### src/rtl/pfc_pkg.sv
// Shared constants for the pause frame control block
package pfc_pkg;

  // Register map
  localparam logic [7:0]  PAUSE_CONTROL_STATUS_OFS = 8'h44;
  localparam logic [31:0] PAUSE_CONTROL_STATUS_RST = 32'h0000_0000;

  // Field positions
  localparam int unsigned BIT_MANUAL_ENABLE   = 31;
  localparam int unsigned BIT_RESERVED_GROUP  = 30;
  localparam int unsigned BIT_ADDRESS_MATCH   = 29;
  localparam int unsigned BIT_TIMING_ACTIVE   = 23;
  localparam int unsigned BIT_FRAME_SEEN      = 22;
  localparam int unsigned BIT_AUTONEG_GRANTED = 21;
  localparam int unsigned BIT_MANUAL_LOAD     = 16;
  localparam int unsigned COUNT_MSB           = 15;
  localparam int unsigned COUNT_W             = 16;

  // Reserved multicast destination for pause frames
  localparam logic [47:0] RESERVED_GROUP_DA = 48'h0180_C200_0001;

  // Timing: one slot is 512 bit times
  localparam int unsigned CLK_PERIOD_NS  = 100;
  localparam int unsigned SLOT_BIT_TIMES = 512;
  localparam int unsigned BIT_NS_10M     = 100;
  localparam int unsigned BIT_NS_100M    = 10;
  localparam int unsigned SLOT_CYC_10M   =
    (SLOT_BIT_TIMES * BIT_NS_10M + CLK_PERIOD_NS - 1) / CLK_PERIOD_NS;
  localparam int unsigned SLOT_CYC_100M  =
    (SLOT_BIT_TIMES * BIT_NS_100M + CLK_PERIOD_NS - 1) / CLK_PERIOD_NS;
  localparam int unsigned SLOT_W         = 10;

  localparam logic [SLOT_W-1:0]  SLOT_LAST_10M  = SLOT_W'(SLOT_CYC_10M - 1);
  localparam logic [SLOT_W-1:0]  SLOT_LAST_100M = SLOT_W'(SLOT_CYC_100M - 1);
  localparam logic [SLOT_W-1:0]  SLOT_ZERO      = 10'h000;
  localparam logic [COUNT_W-1:0] COUNT_ZERO     = 16'h0000;
  localparam logic [COUNT_W-1:0] COUNT_ONE      = 16'h0001;

endpackage : pfc_pkg

### src/rtl/pfc_timer_if.sv
// Link between register logic and the pause interval timer
`timescale 1ns/1ps
interface pfc_timer_if;
  logic                         load;
  logic [pfc_pkg::COUNT_W-1:0]  load_val;
  logic                         stop;
  logic                         speed_100;
  logic [pfc_pkg::COUNT_W-1:0]  count;
  logic                         active;
  logic                         done;

  modport ctrl  (output load, output load_val, output stop, output speed_100,
                 input count, input active, input done);
  modport timer (input load, input load_val, input stop, input speed_100,
                 output count, output active, output done);
endinterface : pfc_timer_if

### src/rtl/pfc_timer.sv
// Pause interval timer counting slot times
`timescale 1ns/1ps
module pfc_timer (
  // Clock and reset
  input  wire logic       clk_in,
  input  wire logic       rst_n_in,
  // Control and status
  pfc_timer_if.timer      tmr
);

  logic [pfc_pkg::COUNT_W-1:0] count_r;
  logic [pfc_pkg::COUNT_W-1:0] count_nxt;
  logic [pfc_pkg::SLOT_W-1:0]  slot_r;
  logic [pfc_pkg::SLOT_W-1:0]  slot_nxt;
  logic                        active_r;
  logic                        active_nxt;
  logic                        done_r;
  logic                        done_nxt;
  logic [pfc_pkg::SLOT_W-1:0]  slot_last;

  always_comb
  begin
    slot_last  = tmr.speed_100 ? pfc_pkg::SLOT_LAST_100M : pfc_pkg::SLOT_LAST_10M;
    count_nxt  = count_r;
    slot_nxt   = slot_r;
    active_nxt = active_r;
    done_nxt   = 1'b0;
    if (tmr.stop)
    begin
      count_nxt  = pfc_pkg::COUNT_ZERO;
      slot_nxt   = pfc_pkg::SLOT_ZERO;
      active_nxt = 1'b0;
      done_nxt   = active_r;
    end
    else if (tmr.load)
    begin
      // Zero length ends at once so the seen flag is released
      count_nxt  = tmr.load_val;
      slot_nxt   = pfc_pkg::SLOT_ZERO;
      active_nxt = (tmr.load_val != pfc_pkg::COUNT_ZERO);
      done_nxt   = (tmr.load_val == pfc_pkg::COUNT_ZERO);
    end
    else if (active_r)
    begin
      if (slot_r == slot_last)
      begin
        // One slot of 512 bit times elapsed
        slot_nxt  = pfc_pkg::SLOT_ZERO;
        count_nxt = count_r - pfc_pkg::COUNT_ONE;
        if (count_r == pfc_pkg::COUNT_ONE)
        begin
          active_nxt = 1'b0;
          done_nxt   = 1'b1;
        end
      end
      else
      begin
        slot_nxt = slot_r + 10'h001;
      end
    end
  end

  always_ff @(posedge clk_in)
  begin
    if (!rst_n_in)
    begin
      count_r  <= pfc_pkg::COUNT_ZERO;
      slot_r   <= pfc_pkg::SLOT_ZERO;
      active_r <= 1'b0;
      done_r   <= 1'b0;
    end
    else
    begin
      count_r  <= count_nxt;
      slot_r   <= slot_nxt;
      active_r <= active_nxt;
      done_r   <= done_nxt;
    end
  end

  assign tmr.count  = count_r;
  assign tmr.active = active_r;
  assign tmr.done   = done_r;

endmodule : pfc_timer

### src/rtl/pfc_top.sv
// Pause frame reception control and status register
//
// Implementation choice: the plain strobed port.
`timescale 1ns/1ps

// How it works
// - Pause reception enabled by manual enable bit OR autoneg granted status.
// - Clearing a set manual enable bit ends any running pause interval.
// - Reserved-group option accepts pause frames to 01-80-C2-00-00-01 directly.
// - Address-match option accepts frames hitting perfect match or pattern buffers.
// - Accepted frame loads its pause length and starts a slot-time interval.
// - Active status bit reads one exactly while an interval is timed.
// - Seen bit sets on a received frame, clears when its interval ends.
// - Negotiated bit set only if autoneg granted and pause was advertised.
// - Write with load bit copies low 16 bits, starts interval, if idle.
// - Manual load bit is write-only and always reads zero.
// - Low 16 read bits show the live pause counter value.
// - Register at offset 44h clears to zero on hard reset; soft reset clears all but the negotiated bit.
module pfc_top (
  // Clock and reset
  input  wire logic        MCLK_IN,
  input  wire logic        RSTN_IN,
  input  wire logic        SOFT_RESET_IN,
  // Register port
  input  wire logic [7:0]  REG_ADDR_IN,
  input  wire logic [31:0] REG_WDATA_IN,
  input  wire logic        REG_WR_IN,
  input  wire logic        REG_RD_IN,
  output logic      [31:0] REG_RDATA_OUT,
  // Parsed pause frame from receive path
  input  wire logic        RX_PAUSE_VALID_IN,
  input  wire logic [47:0] RX_DA_IN,
  input  wire logic        RX_PERFECT_MATCH_IN,
  input  wire logic        RX_PATTERN_MATCH_IN,
  input  wire logic [15:0] RX_PAUSE_LEN_IN,
  // Link status and configuration
  input  wire logic        AUTONEG_PAUSE_IN,
  input  wire logic        CFG_PAUSE_ADV_IN,
  input  wire logic        LINK_SPEED_100_IN,
  // Transmit MAC
  output logic             TX_HOLD_OUT,
  output logic             PAUSE_ACTIVE_OUT
);

  // Software-written control bits, seen flag, read data and hold register
  logic        manual_en_r;
  logic        manual_en_nxt;
  logic        resv_group_r;
  logic        resv_group_nxt;
  logic        addr_match_r;
  logic        addr_match_nxt;
  logic        seen_r;
  logic        seen_nxt;
  logic [31:0] rdata_r;
  logic [31:0] rdata_nxt;
  logic        hold_r;
  logic        hold_nxt;

  // Synchronisers for pin-level status
  logic        aneg_meta_r;
  logic        aneg_sync_r;
  logic        spd_meta_r;
  logic        spd_sync_r;

  // Decode
  logic        hit;
  logic        wr_hit;
  logic        negotiated;
  logic        rx_enable;
  logic        accept;
  logic        manual_load;
  logic        manual_drop;
  logic [31:0] status_word;

  pfc_timer_if tif ();

  pfc_timer u_timer (
    .clk_in   (MCLK_IN),
    .rst_n_in (RSTN_IN),
    .tmr      (tif.timer)
  );

  // Autoneg result and speed come from the PHY side, so resample them
  always_ff @(posedge MCLK_IN)
  begin
    if (!RSTN_IN)
    begin
      aneg_meta_r <= 1'b0;
      aneg_sync_r <= 1'b0;
      spd_meta_r  <= 1'b0;
      spd_sync_r  <= 1'b0;
    end
    else
    begin
      aneg_meta_r <= AUTONEG_PAUSE_IN;
      aneg_sync_r <= aneg_meta_r;
      spd_meta_r  <= LINK_SPEED_100_IN;
      spd_sync_r  <= spd_meta_r;
    end
  end

  always_comb
  begin
    hit        = (REG_ADDR_IN == pfc_pkg::PAUSE_CONTROL_STATUS_OFS);
    wr_hit     = REG_WR_IN && hit;
    negotiated = aneg_sync_r && CFG_PAUSE_ADV_IN;
    rx_enable  = manual_en_r || negotiated;
    // Destination address qualification
    accept     = RX_PAUSE_VALID_IN && rx_enable &&
                 ((resv_group_r && (RX_DA_IN == pfc_pkg::RESERVED_GROUP_DA)) ||
                  (addr_match_r && (RX_PERFECT_MATCH_IN || RX_PATTERN_MATCH_IN)));
    // Manual load only when no interval is pending or running
    manual_load = wr_hit && REG_WDATA_IN[pfc_pkg::BIT_MANUAL_LOAD] &&
                  !seen_r && !tif.active;
    // Among register writes, only turning a set manual enable off cuts the interval
    manual_drop = wr_hit && manual_en_r &&
                  !REG_WDATA_IN[pfc_pkg::BIT_MANUAL_ENABLE];
  end

  // Timer control: a stop outranks any load in the same cycle
  always_comb
  begin
    tif.stop      = manual_drop || SOFT_RESET_IN;
    tif.load      = accept || manual_load;
    tif.load_val  = accept ? RX_PAUSE_LEN_IN :
                    REG_WDATA_IN[pfc_pkg::COUNT_MSB:0];
    tif.speed_100 = spd_sync_r;
  end

  // Control register and seen flag
  always_comb
  begin
    manual_en_nxt  = manual_en_r;
    resv_group_nxt = resv_group_r;
    addr_match_nxt = addr_match_r;
    seen_nxt       = seen_r;
    if (wr_hit)
    begin
      manual_en_nxt  = REG_WDATA_IN[pfc_pkg::BIT_MANUAL_ENABLE];
      resv_group_nxt = REG_WDATA_IN[pfc_pkg::BIT_RESERVED_GROUP];
      addr_match_nxt = REG_WDATA_IN[pfc_pkg::BIT_ADDRESS_MATCH];
    end
    // Clear on interval end, but a new frame in the same cycle wins
    if (tif.done || manual_drop)
    begin
      seen_nxt = 1'b0;
    end
    if (accept && !manual_drop)
    begin
      seen_nxt = 1'b1;
    end
    if (SOFT_RESET_IN)
    begin
      manual_en_nxt  = 1'b0;
      resv_group_nxt = 1'b0;
      addr_match_nxt = 1'b0;
      seen_nxt       = 1'b0;
    end
  end

  // Read image; load bit and unused fields always read zero
  always_comb
  begin
    status_word = pfc_pkg::PAUSE_CONTROL_STATUS_RST;
    status_word[pfc_pkg::BIT_MANUAL_ENABLE]   = manual_en_r;
    status_word[pfc_pkg::BIT_RESERVED_GROUP]  = resv_group_r;
    status_word[pfc_pkg::BIT_ADDRESS_MATCH]   = addr_match_r;
    status_word[pfc_pkg::BIT_TIMING_ACTIVE]   = tif.active;
    status_word[pfc_pkg::BIT_FRAME_SEEN]      = seen_r;
    status_word[pfc_pkg::BIT_AUTONEG_GRANTED] = negotiated;
    status_word[pfc_pkg::BIT_MANUAL_LOAD]     = 1'b0;
    status_word[pfc_pkg::COUNT_MSB:0]         = tif.count;
    rdata_nxt = 32'h0000_0000;
    if (REG_RD_IN && hit)
    begin
      rdata_nxt = status_word;
    end
    // New frames are only held back at their start
    hold_nxt = tif.active && !tif.stop;
  end

  always_ff @(posedge MCLK_IN)
  begin
    if (!RSTN_IN)
    begin
      manual_en_r  <= 1'b0;
      resv_group_r <= 1'b0;
      addr_match_r <= 1'b0;
      seen_r       <= 1'b0;
      rdata_r      <= 32'h0000_0000;
      hold_r       <= 1'b0;
    end
    else
    begin
      manual_en_r  <= manual_en_nxt;
      resv_group_r <= resv_group_nxt;
      addr_match_r <= addr_match_nxt;
      seen_r       <= seen_nxt;
      rdata_r      <= rdata_nxt;
      hold_r       <= hold_nxt;
    end
  end

  assign REG_RDATA_OUT    = rdata_r;
  assign TX_HOLD_OUT      = hold_r;
  assign PAUSE_ACTIVE_OUT = hold_r;

endmodule : pfc_top

### config.mk
export PLATFORM = sky130hd
export DESIGN_NAME = pfc_top
export DESIGN_NICKNAME = d
export VERILOG_FILES = /design/src/rtl/pfc_pkg.sv /design/src/rtl/pfc_timer_if.sv /design/src/rtl/pfc_timer.sv /design/src/rtl/pfc_top.sv
export SDC_FILE = /design/constraint.sdc
export NUM_CORES = 1
export LEC_CHECK = 0
export BUFFER_PORTS_ARGS = -buffer_cell sky130_fd_sc_hd__buf_2
export CAP_MARGIN = 20
export CORE_MARGIN = 2
export CORE_UTILIZATION = 35
export DETAILED_ROUTE_END_ITERATION = 6
export GPL_TIMING_DRIVEN = 1
export PLACE_DENSITY = 0.69
export REMOVE_ABC_BUFFERS = 1
export SETUP_SLACK_MARGIN = 0.2
export SLEW_MARGIN = 20
export SYNTH_ARGS = -nofsm -noshare
export SYNTH_HDL_FRONTEND = slang
export SYNTH_HIERARCHICAL = 1
export SYNTH_SLANG_ARGS = --single-unit
### constraint.sdc
create_clock -name MCLK_IN -period 8.2 [get_ports MCLK_IN]
set_input_delay 2.46 -clock MCLK_IN [delete_from_list [all_inputs] [get_ports MCLK_IN]]
set_output_delay 2.46 -clock MCLK_IN [all_outputs]
set_load 0.05 [all_outputs]
==> impl_metrics.env <==
export IMPL_timing_fmax_mhz=192.2
export IMPL_routabilityCongestion=0.8366
export IMPL_status="finished, final reports clean"
export IMPL_numCtsBuffers=9
export IMPL_dp_hpwl_um=5975
export IMPL_synth_top_cell_by_area="dfxtp_1"
export IMPL_drv_slew=0
export IMPL_nets=550
export IMPL_min_path_type="register to register"
export IMPL_htreeDepth=3
export IMPL_ys_types=53
export IMPL_grt_usage_pct=16.83
export IMPL_ir_drop_uv=64.92
export IMPL_yosysWarnings=6
export IMPL_antenna_cells=0
export IMPL_port_buffers=126
export IMPL_worst_path_buf_inv=3
export IMPL_wl_per_cell_um=14.27
export IMPL_relSlewSlack_pct=39.11
export IMPL_synth_main_ff_cell="dfxtp_1"
export IMPL_cts_tree="done"
export IMPL_critPathCaptureType="register"
export IMPL_required_ns=8.46
export IMPL_die_h_um=95.95
export IMPL_final_cells=540
export IMPL_grt_max_degree=23
export IMPL_die_area_um2=9206
export IMPL_drive_gt1_share_pct=40.69
export IMPL_start_util_pct=36.01
export IMPL_final_util_pct=46.32
export IMPL_async_reset_ff_share_pct=0
export IMPL_syn_area_um2=2959
export IMPL_cts_sinks=59
export IMPL_power_density_nw_per_um2=156.2
export IMPL_synth_cells=307
export IMPL_ctsHoldBuffers=0
export IMPL_cts_root_buf="clkbuf_8"
export IMPL_vias=2641
export IMPL_crit_family="compound AO/OA/AOI/OAI gates"
export IMPL_finalInstanceArea_um2=3806
export IMPL_place_area_um2=3625
export IMPL_worst_slack_ns=2.996
export IMPL_avgSynthCellArea_um2=9.639
export IMPL_min_period_ns=5.204
export IMPL_ys_top_cells_by_count="dfxtp_1, and2_1, nor2_1, o21ai_0"
export IMPL_ctsLongestPathBuffers=2
export IMPL_dp_cells=526
export IMPL_antenna_found_initial=0
export IMPL_grt_remaining_overflow=0
export IMPL_fin_crit_sh_pct=63.46
export IMPL_drt_iter0_drc=96
export IMPL_drc=0
export IMPL_timing_critical_path_mode_cell="o21ai_0"
export IMPL_crit_path_cell_trace="buf_2 > and2_2 > o21ai_0 > nor3_2 > a31oi_4 > o21ai_0 > buf_4 > inv_1 > nand2_1 > or2_1 > a21oi_1"
export IMPL_io_pins=149
export IMPL_netlist_area_leader_share_pct=39.92
export IMPL_cp_max_fo=22
export IMPL_yosysSeqAreaShare_pct=39.92
export IMPL_rsz0062_at_grt="false"
export IMPL_synth_area_top_cells="dfxtp_1, and2_1, mux2_4"
export IMPL_p_leak_nw=1.694
export IMPL_cts_setup_buffers=0
export IMPL_grt_pass1_vias=2454
export IMPL_synth_edff_count=0
export IMPL_criticalPathCategory="primary input to register"
export IMPL_clkTransAtPathRegs_ns=0.06
export IMPL_cts_resized=0
export IMPL_finalSetupViolations=0
export IMPL_place_ws_ns=2.657
export IMPL_die_w_um=95.95
export IMPL_dr_pass1_iters=5
export IMPL_area_delta_synth_final_pct=28.63
export IMPL_largest_reg_flops=22
export IMPL_worst_pin_slew_ns=0.9133
export IMPL_clock_skew_ns=0.006246
export IMPL_rows=33
export IMPL_timing_max_cap_violations=0
export IMPL_final_hold_violation_count=0
export IMPL_critPathLaunchType="primary input"
export IMPL_vias_per_cell=4.891
export IMPL_coreArea_um2=8217
export IMPL_yosys_register_bits=59
export IMPL_fin_setup_tns_ns=0
export IMPL_total_power_mw=0.5944
export IMPL_grt_pass1_wl_um=11400
export IMPL_critical_path_slowest_cell="a31oi_4"
export IMPL_worst_skew_pair_late_latency_ns=0.34
export IMPL_routed_wl_um=7704
export IMPL_cp_arrival_ns=5.47
export IMPL_antenna_left=0
export IMPL_yosysMostFrequentCell="dfxtp_1"
export IMPL_whs_ns=0.4304
export IMPL_critPathMaxStageDelay_ns=0.66
[report_power, final]
part	internal, mW	switching [mW]	total (mW)
Clock	0.144	0.109	0.253
Combinational	0.0253	0.0282	0.0535
Sequential	0.288	0.000246	0.288
[area by class of cell]
type	count	area, µm²
Clock buffer	11	141.4
Clock inverter	3	40.04
Fill cell	805	4410
Inverter	3	11.26
Multi-Input combinational cell	232	1663
Sequential cell	59	1181
Tap cell	105	131.4
Timing Repair Buffer	127	638.1
[per-layer routing]
layer / GRT usage [%] / share of wire, %
met1: 18.43 / 40
met4: 8.690 / 1.9
met5: 0 / 0
met3: 3.915 / 8.2
met2: 30.13 / 49
[kinds of logic (layout without fill, tap and decap cells)]
family / Yosys count / after routing / synth area share (%)
mux: 21 / 21 / 8.795
simple gates: 136 / 136 / 29.77
flops: 59 / 59 / 39.92
compound gates: 41 / 41 / 8.879
fa+ha+maj: 3 / 3 / 1.269
buf+inv: 25 / 144 / 5.032
xor+xnor: 21 / 21 / 6.216
other cells: 1 / 10 / 0.1267
[cell usage in the layout (no fill, tap or decap), drive strengths merged, types with 3 or more instances in the layout]
master	Yosys	final
a21oi	13	13
mux2i	5	5
nand2b	5	5
dfxtp	59	59
xnor2	12	12
or3	3	3
nand2	10	10
nor4	17	17
and2	27	27
nor4b	8	8
clkbuf	7	11
nor2	24	24
nor3	11	11
nor3b	3	3
ha	3	3
and3	4	4
conb	1	10
buf	15	127
o21ai	15	15
nand4	7	7
or2	3	3
inv	3	3
nand3	5	5
xor2	9	9
mux2	16	16
[worst paths after layout]
path / start / endpoint / slack [ns] / depth (start not counted)
worst max-delay path: CFG_PAUSE_ADV_IN / u_timer/slot_r[9] / 3.00 / 11
worst min-delay path: spd_meta_r / spd_sync_r / 0.43 / 1
worst max register to register: aneg_sync_r / u_timer/slot_r[9] / 4.90 / 10
worst min register to register: spd_meta_r / spd_sync_r / 0.43 / 1
Note: power is estimated with default switching activity, not from simulation.
